==> src/verilog/dsab_defines.svh <==
// Timing counts and framing constants for the debug serial auto-baud front end.
`ifndef DSAB_DEFINES_SVH
`define DSAB_DEFINES_SVH
// Data bits per character.
`define DSAB_DATA_BITS      8
// Low bit times in a calibration character (start plus seven data bits).
`define DSAB_CAL_LOW_BITS   8
// Slowest bit rate is the clock divided by this.
`define DSAB_MIN_DIV        512
// Fastest workable bit rate is the clock divided by this.
`define DSAB_MAX_DIV        4
// Low bit times that make a break.
`define DSAB_BREAK_BITS     9
// Idle line level.
`define DSAB_IDLE_LEVEL     1'b1
`endif

==> src/verilog/dsab_pkg.sv <==
// Types shared by the debug serial auto-baud front end.
package dsab_pkg;
  // Top-level link state, one-hot.
  typedef enum logic [4:0] {
    DSAB_ST_WAIT_CAL = 5'b00001,
    DSAB_ST_MEASURE  = 5'b00010,
    DSAB_ST_SETTLE   = 5'b00100,
    DSAB_ST_READY    = 5'b01000,
    DSAB_ST_BREAK    = 5'b10000
  } dsab_state_e;
endpackage

==> src/verilog/dsab_bit_if.sv <==
// Interface carrying the bit period and character strobes to the transmitter.
`timescale 1ns/1ps
interface dsab_bit_if #(parameter int CW = 13);
  logic          calibrated; // Bit period is valid.
  logic [CW-1:0] bit_period; // Clocks per bit.
  logic          tx_valid;   // Character offered.
  logic [7:0]    tx_data;    // Character to send.
  logic          tx_ready;   // Transmitter can take it.
  logic          tx_busy;    // Frame in flight.
  modport ctrl (output calibrated, output bit_period, output tx_valid, output tx_data,
                input tx_ready, input tx_busy);
  modport tx   (input calibrated, input bit_period, input tx_valid, input tx_data,
                output tx_ready, output tx_busy);
endinterface

==> src/verilog/dsab_tx.sv <==
// Transmitter that frames one character at the calibrated bit period.
`timescale 1ns/1ps
`include "dsab_defines.svh"
module dsab_tx
  import dsab_pkg::*;
#(
  parameter int CW = 13
) (
  input  wire logic core_clk,
  input  wire logic rst_n,
  input  wire logic clear,
  dsab_bit_if.tx    bus,
  output logic      line_out
);
  // ------------------------------------------------------------
  // Frame shifter
  // ------------------------------------------------------------
  logic [9:0]    shift_reg, shift_next;   // Start, data, stop, LSB first.
  logic [3:0]    left_reg, left_next;     // Bits still to send.
  logic [CW-1:0] cnt_reg, cnt_next;       // Clocks into the bit.
  logic          out_reg, out_next;       // Registered line level.

  assign bus.tx_ready = bus.calibrated && (left_reg == 4'h0);
  assign bus.tx_busy  = (left_reg != 4'h0);
  assign line_out     = out_reg;

  // Next state of the shifter; a break clear drops any frame at once.
  always_comb begin
    shift_next = shift_reg;
    left_next  = left_reg;
    cnt_next   = cnt_reg;
    out_next   = out_reg;
    if (clear) begin
      left_next = 4'h0;
      out_next  = `DSAB_IDLE_LEVEL;
    end else if (left_reg == 4'h0) begin
      out_next = `DSAB_IDLE_LEVEL;
      if (bus.tx_valid && bus.calibrated) begin
        shift_next = {1'b1, bus.tx_data, 1'b0};
        left_next  = 4'ha;
        cnt_next   = '0;
        out_next   = 1'b0;
      end
    end else if (cnt_reg == bus.bit_period - CW'(1)) begin
      cnt_next   = '0;
      left_next  = left_reg - 4'h1;
      shift_next = {1'b1, shift_reg[9:1]};
      out_next   = (left_reg == 4'h1) ? `DSAB_IDLE_LEVEL : shift_reg[1];
    end else begin
      cnt_next = cnt_reg + CW'(1);
    end
  end

  // Registers of the shifter.
  always_ff @(posedge core_clk or negedge rst_n) begin
    if (!rst_n) begin
      shift_reg <= 10'h3ff;
      left_reg  <= 4'h0;
      cnt_reg   <= '0;
      out_reg   <= 1'b1;
    end else begin
      shift_reg <= shift_next;
      left_reg  <= left_next;
      cnt_reg   <= cnt_next;
      out_reg   <= out_next;
    end
  end
endmodule

==> src/verilog/dsab_top.sv <==
// Debugger port serial front end with auto-baud detection and break handling.
`timescale 1ns/1ps
`include "dsab_defines.svh"
module dsab_top
  import dsab_pkg::*;
#(
  parameter int CW = 13  // Width of the low-run counter; must hold 8*512.
) (
  input  wire logic       core_clk,
  input  wire logic       rst_n,
  input  wire logic       debug_line_in,
  output logic            debug_line_out,
  output logic            debug_line_oe,
  input  wire logic       stop_mode,
  output logic            sys_reset_req,
  output logic            calibrated,
  output logic [CW-4:0]   bit_period,
  output logic [7:0]      rx_data,
  output logic            rx_valid,
  output logic            rx_frame_err,
  output logic            break_seen,
  input  wire logic       tx_valid,
  input  wire logic [7:0] tx_data,
  output logic            tx_ready
);
  // ------------------------------------------------------------
  // Elaboration checks
  // ------------------------------------------------------------
  // counter width check
  if ((1 << CW) <= `DSAB_CAL_LOW_BITS * `DSAB_MIN_DIV)
    $error("dsab_top: CW too small for slowest bit rate");

  localparam int PW = CW - 3;  // Width of one bit period.

  // ------------------------------------------------------------
  // Calibration and break state machine
  // ------------------------------------------------------------
  dsab_state_e   st_reg, st_next;
  logic [CW-1:0] low_reg, low_next;       // Length of the current low run.
  logic [PW-1:0] per_reg, per_next;       // Calibrated clocks per bit.
  logic          prev_reg, prev_next;     // Line level one clock ago.
  logic          heard_reg, heard_next;   // Host has sent data since reset.
  logic          brk_reg, brk_next;       // One-cycle break pulse.
  logic          srst_reg, srst_next;     // System reset request.
  logic          clear;                   // Drops link activity on break.

  // Receiver state.
  logic [3:0]    rbit_reg, rbit_next;     // 0 idle, 1..10 bit positions.
  logic [PW-1:0] rcnt_reg, rcnt_next;     // Clocks toward the next sample.
  logic [7:0]    rsh_reg, rsh_next;       // Data shifter.
  logic [7:0]    rdat_reg, rdat_next;     // Last good character.
  logic          rval_reg, rval_next;     // Character strobe.
  logic          rerr_reg, rerr_next;     // Missing stop bit strobe.

  // Low run has passed nine bit times; only meaningful once calibrated.
  function automatic logic is_break(input logic [CW-1:0] run, input logic [PW-1:0] per);
    is_break = ({3'h0, run} >= (CW + 3)'(`DSAB_BREAK_BITS) * {6'h0, per});
  endfunction

  assign clear = brk_reg;

  // Next state of calibration, break detection and stop-mode reset.
  always_comb begin
    st_next    = st_reg;
    low_next   = low_reg;
    per_next   = per_reg;
    prev_next  = debug_line_in;
    heard_next = heard_reg;
    brk_next   = 1'b0;
    srst_next  = stop_mode && !debug_line_in;
    // run length counted on core clock
    if (!debug_line_in && low_reg != {CW{1'b1}})
      low_next = low_reg + CW'(1);
    else if (debug_line_in)
      low_next = '0;
    case (st_reg)
      DSAB_ST_WAIT_CAL: begin
        if (prev_reg && !debug_line_in) begin
          st_next    = DSAB_ST_MEASURE;
          heard_next = 1'b1;
          low_next   = CW'(1);
        end
      end
      DSAB_ST_MEASURE: begin
        if (debug_line_in) begin
          per_next = low_reg[CW-1:3];
          // refuse runs shorter than clock/4 rate
          if (low_reg < CW'(`DSAB_CAL_LOW_BITS * `DSAB_MAX_DIV))
            st_next = DSAB_ST_WAIT_CAL;
          else
            st_next = DSAB_ST_SETTLE;
        end else if (low_reg == {CW{1'b1}}) begin
          st_next = DSAB_ST_BREAK;
        end
      end
      DSAB_ST_SETTLE: begin
        // Wait one bit time, through the high D7 bit, before listening for frames.
        if (!debug_line_in)
          st_next = DSAB_ST_WAIT_CAL;
        else if (rcnt_reg == per_reg)
          st_next = DSAB_ST_READY;
      end
      DSAB_ST_READY: begin
        if (!debug_line_in && is_break(low_reg, per_reg)) begin
          st_next  = DSAB_ST_BREAK;
          brk_next = 1'b1;
        end
      end
      DSAB_ST_BREAK: begin
        // wait for line high, then recalibrate
        per_next = '0;
        if (debug_line_in)
          st_next = DSAB_ST_WAIT_CAL;
      end
      default: st_next = DSAB_ST_WAIT_CAL;
    endcase
  end

  // Next state of the receiver; it runs only while calibrated.
  always_comb begin
    rbit_next = rbit_reg;
    rcnt_next = rcnt_reg;
    rsh_next  = rsh_reg;
    rdat_next = rdat_reg;
    rval_next = 1'b0;
    rerr_next = 1'b0;
    if (st_reg == DSAB_ST_SETTLE) begin
      // Counts out the high D7 bit of the calibration character.
      rcnt_next = rcnt_reg + PW'(1);
    end else if (st_reg != DSAB_ST_READY || clear) begin
      rbit_next = 4'h0;
      rcnt_next = '0;
    end else if (rbit_reg == 4'h0) begin
      if (!debug_line_in) begin
        // Aim the first sample at the middle of the start bit.
        rbit_next = 4'h1;
        rcnt_next = per_reg >> 1;
      end
    end else if (rcnt_reg == per_reg - PW'(1)) begin
      rcnt_next = '0;
      rbit_next = rbit_reg + 4'h1;
      if (rbit_reg == 4'h1 && debug_line_in) begin
        rbit_next = 4'h0; // False start, a glitch.
      end else if (rbit_reg >= 4'h2 && rbit_reg <= 4'h9) begin
        rsh_next = {debug_line_in, rsh_reg[7:1]};
      end else if (rbit_reg == 4'ha) begin
        rbit_next = 4'h0;
        if (debug_line_in) begin
          rdat_next = rsh_reg;
          rval_next = 1'b1;
        end else begin
          rerr_next = 1'b1;
        end
      end
    end else begin
      rcnt_next = rcnt_reg + PW'(1);
    end
  end

  // Registers of both groups.
  always_ff @(posedge core_clk or negedge rst_n) begin
    if (!rst_n) begin
      st_reg    <= DSAB_ST_WAIT_CAL;
      low_reg   <= '0;
      per_reg   <= '0;
      prev_reg  <= 1'b1;
      heard_reg <= 1'b0;
      brk_reg   <= 1'b0;
      srst_reg  <= 1'b0;
      rbit_reg  <= 4'h0;
      rcnt_reg  <= '0;
      rsh_reg   <= 8'h00;
      rdat_reg  <= 8'h00;
      rval_reg  <= 1'b0;
      rerr_reg  <= 1'b0;
    end else begin
      st_reg    <= st_next;
      low_reg   <= low_next;
      per_reg   <= per_next;
      prev_reg  <= prev_next;
      heard_reg <= heard_next;
      brk_reg   <= brk_next;
      srst_reg  <= srst_next;
      rbit_reg  <= rbit_next;
      rcnt_reg  <= rcnt_next;
      rsh_reg   <= rsh_next;
      rdat_reg  <= rdat_next;
      rval_reg  <= rval_next;
      rerr_reg  <= rerr_next;
    end
  end

  // ------------------------------------------------------------
  // Transmitter and outputs
  // ------------------------------------------------------------
  dsab_bit_if #(.CW(PW)) link ();
  logic line_q;  // Registered transmit level.

  assign link.calibrated = (st_reg == DSAB_ST_READY) && heard_reg;
  assign link.bit_period = per_reg;
  assign link.tx_valid   = tx_valid;
  assign link.tx_data    = tx_data;

  dsab_tx #(.CW(PW)) u_tx (
    .core_clk (core_clk),
    .rst_n    (rst_n),
    .clear    (clear),
    .bus      (link),
    .line_out (line_q)
  );

  // Open-drain style: drive only while sending a low bit.
  assign debug_line_out = 1'b0;
  assign debug_line_oe  = link.tx_busy && !line_q;
  assign tx_ready       = link.tx_ready;
  assign calibrated     = link.calibrated;
  assign bit_period     = per_reg;
  assign rx_data        = rdat_reg;
  assign rx_valid       = rval_reg;
  assign rx_frame_err   = rerr_reg;
  assign break_seen     = brk_reg;
  assign sys_reset_req  = srst_reg;
endmodule

==> config.mk <==
export PLATFORM = sky130hd
export DESIGN_NAME = dsab_top
export DESIGN_NICKNAME = d
export VERILOG_FILES = /design/src/verilog/dsab_pkg.sv /design/src/verilog/dsab_bit_if.sv /design/src/verilog/dsab_tx.sv /design/src/verilog/dsab_top.sv
export VERILOG_INCLUDE_DIRS = /design/src /design/src/verilog
export SDC_FILE = /design/constraint.sdc
export NUM_CORES = 1
export LEC_CHECK = 0
export BUFFER_PORTS_ARGS = -buffer_cell sky130_fd_sc_hd__buf_2
export CAP_MARGIN = 5
export CORE_ASPECT_RATIO = 0.9
export CORE_UTILIZATION = 65
export DETAILED_ROUTE_END_ITERATION = 8
export GPL_TIMING_DRIVEN = 0
export HOLD_SLACK_MARGIN = 0.05
export PLACE_DENSITY = 0.85
export SLEW_MARGIN = 20
export SYNTH_ARGS = -nofsm -noshare
export SYNTH_HDL_FRONTEND = slang
export SYNTH_SLANG_ARGS = --single-unit
==> constraint.sdc <==
create_clock -name core_clk -period 6.85 [get_ports core_clk]
set_clock_uncertainty 0.15 [all_clocks]
set_input_delay 1.0275 -clock core_clk [delete_from_list [all_inputs] [get_ports core_clk]]
set_output_delay 1.0275 -clock core_clk [all_outputs]
set_load 0.03 [all_outputs]
; ---- Word-level counts from Yosys, hierarchy flattened
; Index checks and enable logic that the tools add are counted.
[classes]
addsub = 6
n_div = 0
eq_ne = 24
n_mux = 60
magnitude_cmp = 4
shifts = 0
bitwise_logic = 6
mul = 1
reduce_logical = 29
[op_table]
columns = operator, count
row1 = two-way mux 10 bit, 12
row2 = two-way mux 13 bit, 4
row3 = two-way mux 4 bit, 11
row4 = two-way mux 5 bit, 7
row5 = equality test 10 bit, 3
row6 = case mux 5 bit (5 select lines), 1
row7 = two-way mux 1 bit, 23
row8 = "adder 10 x 1 -> 10 bit, second input constant", 2
row9 = case mux 10 bit (2 select lines), 1
row10 = greater-or-equal comparator 13 x 14 -> 1 bit, 1
row11 = "multiplier 4 x 10 -> 14 bit, first input constant", 1
row12 = "adder 13 x 1 -> 13 bit, second input constant", 1
row13 = "equality test 13 bit, second input constant", 1
row14 = "< comparator 13 x 6 -> 1 bit, second input constant", 1
row15 = "inequality test 13 bit, second input constant", 1
row16 = "inequality test 3 bit, second input constant", 4
row17 = logical AND 1 bit, 10
row18 = "inequality test 2 bit, second input constant", 5
row19 = "subtractor 10 x 1 -> 10 bit, second input constant", 1
row20 = "equality test 4 x 1 -> 1 bit, second input constant", 2
row21 = zero test 4 bit, 2
row22 = AND reduction 2 bit, 4
row23 = AND reduction 8 bit, 1
row24 = inverter 1 bit, 6
row25 = 21 further kinds, 25
[totals]
reg_bits = 89
latchBits = 0
mem_bits_rw = 0
romBits = 0
input_bits = 13
mem_count = 0

; ---- Depth between registers and ports, before layout
; Gate-level depths: netlist of the first run.
[depth]
depth_word = 8
mapped_depth = 17
ltp_nobuf = 17

; ---- Modules after synthesis
; A second synthesis of the first run with hierarchy kept.
[hier_totals]
hier_cells = 618
area_unflattened_um2 = 5843.1
[by_module_without_submodules]
columns = mod, seq_area_each_um2, area_each_um2, n_inst, cells_per_inst
row1 = dsab_top, 1604.0, 4199.0, 1, 450
row2 = dsab_tx, 586.8, 1644.1, 1, 168

; ---- Worst setup path before layout of the first run
; Ideal clock, no wire load.
[synth_path]
kind = reg2reg
start = register per_reg[0], in the netlist bit_period[0]
end = register rdat_reg[0], in the netlist rx_data[0]
required_ns = 6.575
path_slack_ns = 3.278
setup_ns = 0.125
path_stages_with_launch = 12
path_buffers = 3
arrival_time_ns = 3.297
cell_sequence = dfrtp_1 clkbuf_1 inv_1 ha_1 or3b_1 buf_2 or4_4 a2111oi_4 nand3_1 or3_1 buf_6 mux2_4
[synth_via]
elab_chain_len = 3
[synth_lines]
columns = element, line_no
row1 = from (decl), dsab_top.sv:40  ; logic [PW-1:0] per_reg, per_next;
row2 = from (signal assigned), dsab_top.sv:179  ; per_reg <= per_next;
row3 = subtractor 10 x 1 -> 10 bit, dsab_top.sv:139  ; end else if (rcnt_reg == per_reg - PW'(1)) begin
row4 = equality test 10 bit, dsab_top.sv:139
row5 = AND reduction 8 bit (no source line), n/a
row6 = to (signal assigned), dsab_top.sv:187  ; rdat_reg <= rdat_next;
row7 = to (decl), dsab_top.sv:51  ; logic [7:0] rdat_reg, rdat_next;
; Every way passes these cells.
; A chain may end at the register's enable or synchronous reset.

; ---- Worst setup path after layout of the first run
[layout_path]
start = register per_reg[4], in the netlist bit_period[4]
end = register st_reg[3]
[layout_via]
elab_chain_len = 5
[layout_lines]
columns = element, line_no
row1 = multiplier 4 x 10 -> 14 bit, dsab_top.sv:57  ; is_break = ({3'h0, run} >= (CW + 3)'(`DSAB_BREAK_BITS) * {6'h0, per});
row2 = greater-or-equal comparator 13 x 14 -> 1 bit, dsab_top.sv:57
row3 = logical AND 1 bit, dsab_top.sv:104  ; if (!debug_line_in && is_break(low_reg, per_reg)) begin
row4 = inequality test 2 bit (no source line), n/a
row5 = AND reduction 5 bit (no source line) *, n/a
row6 = to (signal assigned), dsab_top.sv:177  ; st_reg <= st_next;
row7 = to (decl), dsab_top.sv:38  ; dsab_state_e st_reg, st_next;
; Every way passes the cells marked *; elsewhere a longest branch is shown, timed or not.

==> flow_summary.json, run 1 <==
{
  "holdBufCountCts": 0,
  "firstDrtPassIters": 7,
  "wire_per_inst_um": 17.8,
  "avgSynthCellArea_um2": 9.52,
  "critPathSlowestCell": "dfrtp_1",
  "drt_iter0_markers": 214,
  "cts_tree": "done",
  "die_h_um": 90.7,
  "die-area_um2": 9120,
  "critPathKind": "reg2reg",
  "seq_area_um2": 2190,
  "finalSetupTns_ps": 0,
  "start_util_pct": 68.8,
  "syn-num-nets": 649,
  "antenna_found_initial": 0,
  "largest_reg_flops": 13,
  "startpoint_type": "flip-flop",
  "rsz0062_at_grt": "no",
  "async_flop_share_pct": 100,
  "cp_cell_sequence": "ha_1 -> ha_1 -> inv_1 -> fa_1 -> inv_1 -> a21oi_1 -> o21ai_0 -> a21o_1 -> nand2_1 -> a21oi_1 -> o21ai_0 -> xor2_1 -> ha_1 -> nor2_1 -> a311oi_1 -> o21ai_0 -> a32o_1",
  "port_buffers": 37,
  "worstPathArrival_ps": 4080,
  "globalplace.congestion": 0.918,
  "vias": 4837,
  "post-route-drc-count": 0,
  "drive_above_1_share_pct": 15.8,
  "nets": 698,
  "grt_overflow": 0,
  "synth.most_common_cell": "dfrtp_1",
  "multi_input_area_um2": 3250,
  "drt-total-wl_mm": 13.7,
  "drv_cap": 0,
  "outcome": "complete, no violations",
  "ios": 39,
  "mappedNetlistArea_um2": 5680,
  "clk_path_buf_depth": 2,
  "slowest_delay_ps": 470,
  "final.setup.worst_slack_ps": 2880,
  "synth-edff-count": 0,
  "hpwlAfterDp_mm": 10.0,
  "cts.clk_slew.worst_paths_ps": 80,
  "synthTopCellsByArea": "dfrtp_1, ha_1, dfstp_2, mux2_4, o21ai_0",
  "required_ps": 6960,
  "ir_drop_uv": 201,
  "yosys_warnings": 0,
  "synth_seq_area_share_pct": 38.6,
  "grt_pass1_wl_mm": 22.6,
  "fmax_ghz": 0.252,
  "synth_largest_area_cell": "dfrtp_1",
  "holdWs_ps": 357,
  "synth_common_cells": "dfrtp_1, nand2_1, o21ai_0, nor2_1, ha_1",
  "whs_path_depth": 1,
  "crit_family": "compound AO/OA/AOI/OAI gates",
  "drt-vias-per-instance": 6.31,
  "synth.top_cell.area_share_pct": 33.5,
  "ant_nets": 0,
  "setup_viol": 0,
  "tightest_slew_ps": 618,
  "design_area_um2": 6240,
  "hp-start": "u_tx.shift_reg[7]$_DFFE_PN1P_",
  "syn_to_final_growth_pct": 9.73,
  "core-area_um2": 8260,
  "r2r_setup_slack_ps": 2880,
  "path_max_fanout": 6,
  "cts.sinks": 87,
  "rr_startpoint": "bit_period[4]$_DFFE_PN0P_",
  "reg2reg_depth": 17,
  "ys_seq_elements": 87,
  "grt_max_degree": 58,
  "ys.flop_type": "dfrtp_1",
  "hold_viol": 0,
  "num_rows": 31,
  "p_leak_nw": 2.89,
  "antenna_cells": 0,
  "placement.cell_area_um2": 6040,
  "track_usage_pct": 31.7,
  "path_buf_inv": 2,
  "die_w_um": 101,
  "min_path_type": "reg2reg",
  "cts_root_buf": "clkbuf_8",
  "pre_cts_ws_ps": 2970,
  "min_to": "u_tx.shift_reg[7]$_DFFE_PN1P_",
  "period_needed_ps": 3970,
  "syn_inst": 597,
  "cts_buffers": 9,
  "nFillCells": 623,
  "ys_types": 71,
  "grt_pass1_vias": 4598,
  "cts_resized": 0,
  "cts_htree_levels": 3,
  "cp-end-kind": "flip-flop",
  "cts_setup_buffers": 0,
  "period_share_pct": 57.9,
  "worstSkewPairLatency_ps": 370,
  "slew_headroom_pct": 58.6,
  "final_util_pct": 75.5,
  "crit-reg2reg-capture": "st_reg[3]$_DFFE_PN0P_",
  "powerDensity_nw_per_um2": 302,
  "slew_violations": 0
}
## per-stage QoR
| step | total power, mW | instances |
|---|---|---|
| after floorplan | 1.32 | 597 |
| after global placement | 1.48 | 749 |
| after detailed placement | 1.53 | 750 |
| after CTS | 1.88 | 766 |
| after global routing | 2.02 | 766 |
| final | 1.89 | 766 |
## per-layer routing
metal,wire length (um),up-vias,track usage (%),part of all wire (%)
met5,0,-,0,0
met4,313,0,11.4,2.3
met3,768,32,6.11,5.6
met2,6600,163,51.4,48
met1,5970,2370,42.2,44
li1,-,2272,-,-
## worst register-to-register path: stages (launching register included)
cell      delay [ps]
dfrtp_1          470
ha_1             320
ha_1             170
inv_1             60
fa_1             410
inv_1             90
a21oi_1           60
o21ai_0          270
a21o_1           170
nand2_1           70
a21oi_1          180
o21ai_0          110
xor2_1           190
ha_1             300
nor2_1            40
a311oi_1         240
o21ai_0          290
a32o_1           280
## cell type report
type	instances	share of cell area [%]
multi-input cells	455	52.1
flip-flops and latches	87	35.1
repair buffers	38	3.45
clock buffers	12	2.67
plain buffers	30	2.37
well taps	115	2.31
inverters	25	1.50
clock inverters	4	0.441
## placed cells by master, fill, tap and decap left out, types with 18 or more instances in the layout
cell,n
a21oi_1,25
buf_2,40
clkbuf_1,21
dfrtp_1,76
ha_1,38
inv_1,25
nand2_1,51
nand3_1,18
nor2_1,43
o21ai_0,44
xnor2_1,24
## cell families after synthesis
group / Yosys count / share of synthesized area (%)
AND/OR/NAND/NOR: 208 / 19.2
AO/OA/AOI/OAI: 150 / 18.6
buffers and inverters: 55 / 4.25
adder cells (fa/ha/maj): 39 / 8.72
other: 1 / 0.0660
XOR/XNOR: 38 / 5.86
multiplexers: 19 / 4.78
flip-flops: 87 / 38.6
## power by group
group	switching, mW	total (mW)	internal (mW)
logic	0.500	0.846	0.347
clock network	0.185	0.349	0.164
registers	0.0979	0.690	0.592
total	0.783	1.89	1.10
## worst max path at each step
| stage | start | to | slack, ps | cells past startpoint |
|---|---|---|---|---|
| after CTS | bit_period[4]$_DFFE_PN0P_ | st_reg[3]$_DFFE_PN0P_ | 2930 | 17 |
| after global routing | bit_period[4]$_DFFE_PN0P_ | st_reg[3]$_DFFE_PN0P_ | 2560 | 17 |
| after floorplan | bit_period[0]$_DFFE_PN0P_ | rx_data[0]$_DFFE_PN0P_ | 3280 | 11 |
| final | bit_period[4]$_DFFE_PN0P_ | st_reg[3]$_DFFE_PN0P_ | 2880 | 17 |
| after global placement | bit_period[4]$_DFFE_PN0P_ | st_reg[3]$_DFFE_PN0P_ | 3090 | 17 |
| after detailed placement | bit_period[4]$_DFFE_PN0P_ | st_reg[3]$_DFFE_PN0P_ | 2970 | 17 |
Note: power is estimated with default switching activity, not from simulation.
==> inputs of run 2 (changes only) <==
--- a/config.mk
+++ b/config.mk
@@ -6,14 +6,15 @@
 export SDC_FILE = /design/constraint.sdc
 export NUM_CORES = 1
 export LEC_CHECK = 0
+export ABC_AREA = 1
 export BUFFER_PORTS_ARGS = -buffer_cell sky130_fd_sc_hd__buf_2
 export CAP_MARGIN = 5
 export CORE_ASPECT_RATIO = 0.9
-export CORE_UTILIZATION = 65
+export CORE_UTILIZATION = 56
 export DETAILED_ROUTE_END_ITERATION = 8
 export GPL_TIMING_DRIVEN = 0
 export HOLD_SLACK_MARGIN = 0.05
-export PLACE_DENSITY = 0.85
+export PLACE_DENSITY = 0.77
 export SLEW_MARGIN = 20
 export SYNTH_ARGS = -nofsm -noshare
 export SYNTH_HDL_FRONTEND = slang
==> constraint.sdc (replaced) <==
create_clock -name core_clk -period 3.56 [get_ports core_clk]
set_clock_uncertainty 0.15 [all_clocks]
set_input_delay 0.534 -clock core_clk [delete_from_list [all_inputs] [get_ports core_clk]]
set_output_delay 0.534 -clock core_clk [all_outputs]
set_load 0.03 [all_outputs]
==> run 2 against run 1 <==
  * The flow now finishes with violations (design-rule violations)
  * Clock power rose to 2.6 times the previous value
  * Cell area up 8.3%
  * Die area up 22%
  * Sequential power up 110%
  * Critical path type unchanged
==> flow_summary.json, run 2 <==
{
  "antenna_found_initial": 0,
  "hp-start": "debug_line_in",
  "hpwlAfterDp_mm": 10.6,
  "drv_cap": 0,
  "ys_seq_elements": 87,
  "avgSynthCellArea_um2": 7.81,
  "grt_max_degree": 49,
  "period_share_pct": 93.7,
  "yosys_warnings": 0,
  "final_util_pct": 65.4,
  "crit_path_end": "st_reg[3]$_DFFE_PN0P_",
  "nets": 879,
  "ios": 39,
  "synth_largest_area_cell": "dfrtp_1",
  "cts_buffers": 9,
  "cts_htree_levels": 3,
  "drive_above_1_share_pct": 17.2,
  "cts_tree": "done",
  "drt-vias-per-instance": 5.54,
  "multi_input_area_um2": 3290,
  "largest_reg_flops": 13,
  "core-area_um2": 10300,
  "hold_viol": 0,
  "grt_overflow": 0,
  "rsz0062_at_grt": "no",
  "required_ps": 3640,
  "crit_start": "bit_period[1]$_DFFE_PN0P_",
  "violations": "design-rule violations",
  "cts_root_buf": "clkbuf_16",
  "mappedNetlistArea_um2": 6000,
  "die_w_um": 111,
  "clk_path_buf_depth": 2,
  "syn_to_final_growth_pct": 12.5,
  "cp_cell_sequence": "ha_1 -> ha_1 -> inv_1 -> fa_1 -> o21ai_2 -> a21oi_1 -> o21bai_1 -> a21oi_1 -> nor2_1 -> xor2_1 -> ha_1 -> nand2_1 -> nand2_1 -> nand2_1 -> nand2_1 -> nand3_1 -> nand2_1",
  "synth.most_common_cell": "nand2_1",
  "globalplace.congestion": 0.946,
  "reg2reg_depth": 17,
  "slew_violations": 0,
  "firstDrtPassIters": 7,
  "syn-num-nets": 821,
  "finalSetupTns_ps": 0,
  "worstPathArrival_ps": 3420,
  "rr_startpoint": "bit_period[1]$_DFFE_PN0P_",
  "path_max_fanout": 6,
  "ant_nets": 0,
  "ys.flop_type": "dfrtp_1",
  "port_buffers": 37,
  "drt-total-wl_mm": 14.2,
  "cts.sinks": 87,
  "p_leak_nw": 3.45,
  "num_rows": 35,
  "vias": 5327,
  "die-area_um2": 11100,
  "finalPower_mw": 4.96,
  "ir_drop_uv": 523,
  "final_common_cell": "nand2_1",
  "critPathSlowestCell": "dfrtp_2",
  "layout_common_cells": "nand2_1, inv_1, dfrtp_1",
  "worstSkewPairLatency_ps": 350,
  "tightest_slew_ps": 559,
  "outcome": "finished, violations left",
  "path_common_cell": "nand2_1",
  "synthTopCellsByArea": "dfrtp_1, nand2_1, ha_1, inv_1, dfstp_2",
  "track_usage_pct": 26.8,
  "startpoint_type": "flip-flop",
  "critPathKind": "reg2reg",
  "grt_pass1_vias": 5053,
  "fmax_ghz": 0.300,
  "period_needed_ps": 3340,
  "antenna_cells": 0,
  "crit-reg2reg-capture": "st_reg[3]$_DFFE_PN0P_",
  "drt_iter0_markers": 352,
  "grt_pass1_wl_mm": 24.0,
  "setup_viol": 0,
  "min_path_type": "in2reg",
  "synth-edff-count": 0,
  "start_util_pct": 58.1,
  "syn_inst": 769,
  "synth_seq_area_share_pct": 36.5,
  "async_flop_share_pct": 100,
  "nFillCells": 879,
  "synth_common_cells": "nand2_1, inv_1, dfrtp_1, nor2_1, nand3_1",
  "wire_per_inst_um": 14.7,
  "r2r_setup_slack_ps": 220,
  "powerDensity_nw_per_um2": 734,
  "post-route-drc-count": 2,
  "cts.clk_slew.worst_paths_ps": 60,
  "cp-end-kind": "flip-flop",
  "synth.top_cell.area_share_pct": 31.7,
  "slowest_delay_ps": 470,
  "seq_area_um2": 2200,
  "die_h_um": 100,
  "slew_headroom_pct": 62.7,
  "ys_types": 49
}
==> run 2: changes by cell type in the layout (fill, tap and decap cells not counted), sizes merged, moves of 13 or more <==
cell / before / now
nand3: 18 / 50
inv: 25 / 115
xnor2: 24 / 10
nand2: 51 / 178
a21oi: 26 / 47
nor2: 43 / 70
and3: 13 / 0
xor2: 14 / 32
mux2: 17 / 0
clkbuf: 32 / 15
==> run 2: area by class of cell <==
type / instances / share of cell area, %
Buffer: 16 / 1.52
Clock buffer: 10 / 3.54
Clock inverter: 6 / 0.648
Inverter: 115 / 6.39
Multi-Input combinational cell: 551 / 48.8
Sequential cell: 87 / 32.5
Tap cell: 129 / 2.39
Timing Repair Buffer: 47 / 4.22
==> run 2: cell families (layout without fill, tap and decap cells) <==
group                      Yosys count  after routing  synth area share, %
xor gates and xnor gates            43             43                 6.50
DFF                                 87             87                 36.5
muxes                                6              6                 1.00
buffers and inverters              131            194                 8.90
and+or+nand+nor                    336            336                 26.1
AOI/OAI and AO/OA                  126            126                 12.7
adders and majority gates           39             39                 8.25
other                                1              1               0.0625
==> run 2: stage by stage <==
stage / hold WS, ps / std cells / area [um^2] / worst slack (ps)
final: 144 / 961 / 6760 / 223
after global routing: 139 / 961 / 6760 / 11.5
after CTS: 135 / 953 / 6670 / 15.0
after detailed placement: 312 / 936 / 6380 / 34.6
after global placement: 308 / 935 / 6350 / 72.2
after floorplan: 88.4 / 769 / 6000 / 349
==> run 2: worst max-delay path: cells and delay by family, from the launching register on <==
family          cells  cell delay, ps
simple gates        7             620
buf+inv             1              60
compound gates      4             620
fa+ha+maj           4            1140
xor+xnor            1             180
flops               1             470
==> run 2: where the power goes <==
group / switching [mW] / total (mW) / internal (mW)
Sequential: 0.228 / 1.42 / 1.20
Clock: 0.424 / 0.920 / 0.496
Combinational: 1.63 / 2.62 / 0.982
Total: 2.28 / 4.96 / 2.68
==> run 2: repair_timing <==
action	CTS	global route
hold buffers	1	0
hold endpoints to repair	39	0
resized for setup	0	9
buffers inserted	0	8
endpoints found under the setup margin	0	4
==> run 2: worst min path at each step <==
stage,end,cells past startpoint,slack (ps)
finish,prev_reg$_DFF_PN1_,1,140
global route,prev_reg$_DFF_PN1_,1,140
CTS,prev_reg$_DFF_PN1_,1,140
detailed placement,u_tx.line_out$_DFFE_PN1P_,2,310
global placement,u_tx.line_out$_DFFE_PN1P_,2,310
floorplan,bit_period[0]$_DFFE_PN0P_,0,90
==> run 2: routing by layer <==
metal / vias to the layer above / GRT usage, % / wire length (um)
met5: - / 0 / 0
met4: 0 / 8.84 / 302
met3: 32 / 4.05 / 846
met2: 191 / 43.7 / 6570
met1: 2480 / 36.8 / 6450
li1: 2624 / - / -
==> inputs of run 3 (changes only) <==
--- a/config.mk
+++ b/config.mk
@@ -8,13 +8,14 @@
 export LEC_CHECK = 0
 export ABC_AREA = 1
 export BUFFER_PORTS_ARGS = -buffer_cell sky130_fd_sc_hd__buf_2
-export CAP_MARGIN = 5
+export CELL_PAD_IN_SITES_DETAIL_PLACEMENT = 0
+export CELL_PAD_IN_SITES_GLOBAL_PLACEMENT = 2
 export CORE_ASPECT_RATIO = 0.9
-export CORE_UTILIZATION = 56
+export CORE_UTILIZATION = 33
 export DETAILED_ROUTE_END_ITERATION = 8
 export GPL_TIMING_DRIVEN = 0
 export HOLD_SLACK_MARGIN = 0.05
-export PLACE_DENSITY = 0.77
+export PLACE_DENSITY_LB_ADDON = 0.1
 export SLEW_MARGIN = 20
 export SYNTH_ARGS = -nofsm -noshare
 export SYNTH_HDL_FRONTEND = slang
==> run 3 against run 2 <==
  * The flow now finishes without violations
  * Fmax is 2.1% higher
  * Non-clock buffer count grew 3
  * Sequential share of layout area is 0.90 points lower
  * Worst setup slack better by 68 ps
  * Register-to-register slack improved by 70 ps
  * Largest cell class unchanged
==> flow_summary.json, run 3 (synthesis gave the netlist of run 2 again) <==
{
  "vias": 5125,
  "cts_buffers": 9,
  "globalplace.congestion": 0.844,
  "antenna_found_initial": 0,
  "path_max_fanout": 6,
  "cts_root_buf": "clkbuf_16",
  "die_w_um": 144,
  "start_util_pct": 33.9,
  "drt-total-wl_mm": 16.0,
  "setup_viol": 0,
  "nFillCells": 1871,
  "drive_above_1_share_pct": 17.5,
  "whs_path_depth": 1,
  "worstPathArrival_ps": 3360,
  "worstSkewPairLatency_ps": 350,
  "nets": 882,
  "tightest_slew_ps": 653,
  "crit-reg2reg-capture": "st_reg[4]$_DFFE_PN0P_",
  "grt_max_degree": 50,
  "drt_iter0_markers": 214,
  "reg2reg_depth": 17,
  "rr_startpoint": "bit_period[1]$_DFFE_PN0P_",
  "pre_cts_ws_ps": -52.9,
  "grt_overflow": 0,
  "layout_common_cells": "nand2_1, inv_1, dfrtp_1",
  "outcome": "complete, no violations",
  "post-route-drc-count": 0,
  "finalPower_mw": 5.09,
  "p_leak_nw": 3.48,
  "slew_violations": 0,
  "final.setup.worst_slack_ps": 291,
  "largest_reg_flops": 13,
  "design_area_um2": 6950,
  "clk_path_buf_depth": 2,
  "slew_headroom_pct": 56.1,
  "period_share_pct": 91.8,
  "startpoint_type": "flip-flop",
  "rsz0062_at_grt": "no",
  "grt_pass1_vias": 4915,
  "drv_cap": 0,
  "die-area_um2": 18700,
  "period_needed_ps": 3270,
  "num_rows": 46,
  "cts.sinks": 87,
  "grt_pass1_wl_mm": 26.3,
  "min_path_type": "in2reg",
  "cts_htree_levels": 3,
  "track_usage_pct": 18.5,
  "ios": 39,
  "placement.cell_area_um2": 6520,
  "final_common_cell": "nand2_1",
  "hp-start": "debug_line_in",
  "final_util_pct": 39.2,
  "cts.clk_slew.worst_paths_ps": 70,
  "critPathKind": "reg2reg",
  "drt-vias-per-instance": 4.77,
  "firstDrtPassIters": 5,
  "hold_viol": 0,
  "die_h_um": 130,
  "syn_to_final_growth_pct": 15.7,
  "required_ps": 3650,
  "antenna_cells": 0,
  "powerDensity_nw_per_um2": 733,
  "core-area_um2": 17700,
  "ant_nets": 0,
  "min_to": "prev_reg$_DFF_PN1_",
  "ir_drop_uv": 306,
  "wire_per_inst_um": 14.9,
  "cts_tree": "done",
  "hpwlAfterDp_mm": 12.1,
  "fmax_ghz": 0.306,
  "r2r_setup_slack_ps": 290,
  "port_buffers": 37,
  "cp-end-kind": "flip-flop",
  "finalSetupTns_ps": 0
}
[run 3: changes by cell type in the layout (fill, tap and decap cells not counted)]
cell,previous run,this run
clkinv_2,2,1
clkinv_4,1,0
clkbuf_1,5,7
inv_6,2,1
clkbuf_16,9,11
fa_2,0,1
buf_4,13,15
nor2_1,59,58
fa_1,1,0
nor2_2,4,5
clkbuf_8,1,0
buf_6,3,4
[run 3: layout make-up]
cell class	instances	area [um^2]	share of cell area [%]
Multi-Input combinational cell	551	3300	47.5
Sequential cell	87	2200	31.6
Inverter	115	432	6.21
Timing Repair Buffer	50	312	4.48
Tap cell	240	300	4.32
Clock buffer	13	283	4.07
Buffer	16	103	1.48
Clock inverter	3	21.3	0.306
[run 3: power by group]
part	internal, mW	total [mW]	switching (mW)
clock network	0.561	0.974	0.413
registers	1.20	1.43	0.237
logic	1.01	2.69	1.68
total	2.76	5.09	2.33
[run 3: per-stage QoR]
step | cells | hold WS, ps
finish | 1075 | 139
global route | 1075 | 118
CTS | 1064 | 122
detailed placement | 1047 | 310
global placement | 1046 | 308
floorplan | 769 | 88.4
[run 3: worst max-delay path by stage]
stage / startpoint / to / slack, ps / cells past startpoint
after floorplan: bit_period[4]$_DFFE_PN0P_ / st_reg[3]$_DFFE_PN0P_ / 350 / 17
after CTS: bit_period[4]$_DFFE_PN0P_ / st_reg[4]$_DFFE_PN0P_ / 10 / 17
after global routing: bit_period[1]$_DFFE_PN0P_ / st_reg[3]$_DFFE_PN0P_ / 20 / 17
after global placement: bit_period[4]$_DFFE_PN0P_ / st_reg[3]$_DFFE_PN0P_ / -60 / 17
after detailed placement: bit_period[4]$_DFFE_PN0P_ / st_reg[4]$_DFFE_PN0P_ / -50 / 17
final: bit_period[1]$_DFFE_PN0P_ / st_reg[4]$_DFFE_PN0P_ / 290 / 17
[run 3: layer usage]
metal  share of wire, %  vias to the layer above  global-route usage, %
met5                  0                        -                      0
met4               0.76                        0                   4.52
met3                3.5                       12                   3.16
met2                 45                       69                   29.0
met1                 51                     2418                   26.4
li1                   -                     2626                      -
[run 3: worst max-delay path, cell delays in order, from the launching register on]
cell and delay (ps):
dfrtp_2 460, ha_1 300, ha_1 170, inv_1 60
fa_2 370, o21ai_2 180, a21oi_1 90, o21bai_1 210
a21oi_1 110, nor2_2 190, xor2_1 180, ha_1 250
nand2_1 60, nand2_1 40, nand2_1 80, nand2_1 100
nand3_1 90, nand2_1 50
[run 3: what timing repair did]
action,CTS,global route
hold buffers,1,0
setup buffers,0,11
resized for setup,1,10
setup endpoints to repair,3,4
hold endpoints to repair,38,0
cloned,0,0
pin swaps,0,3
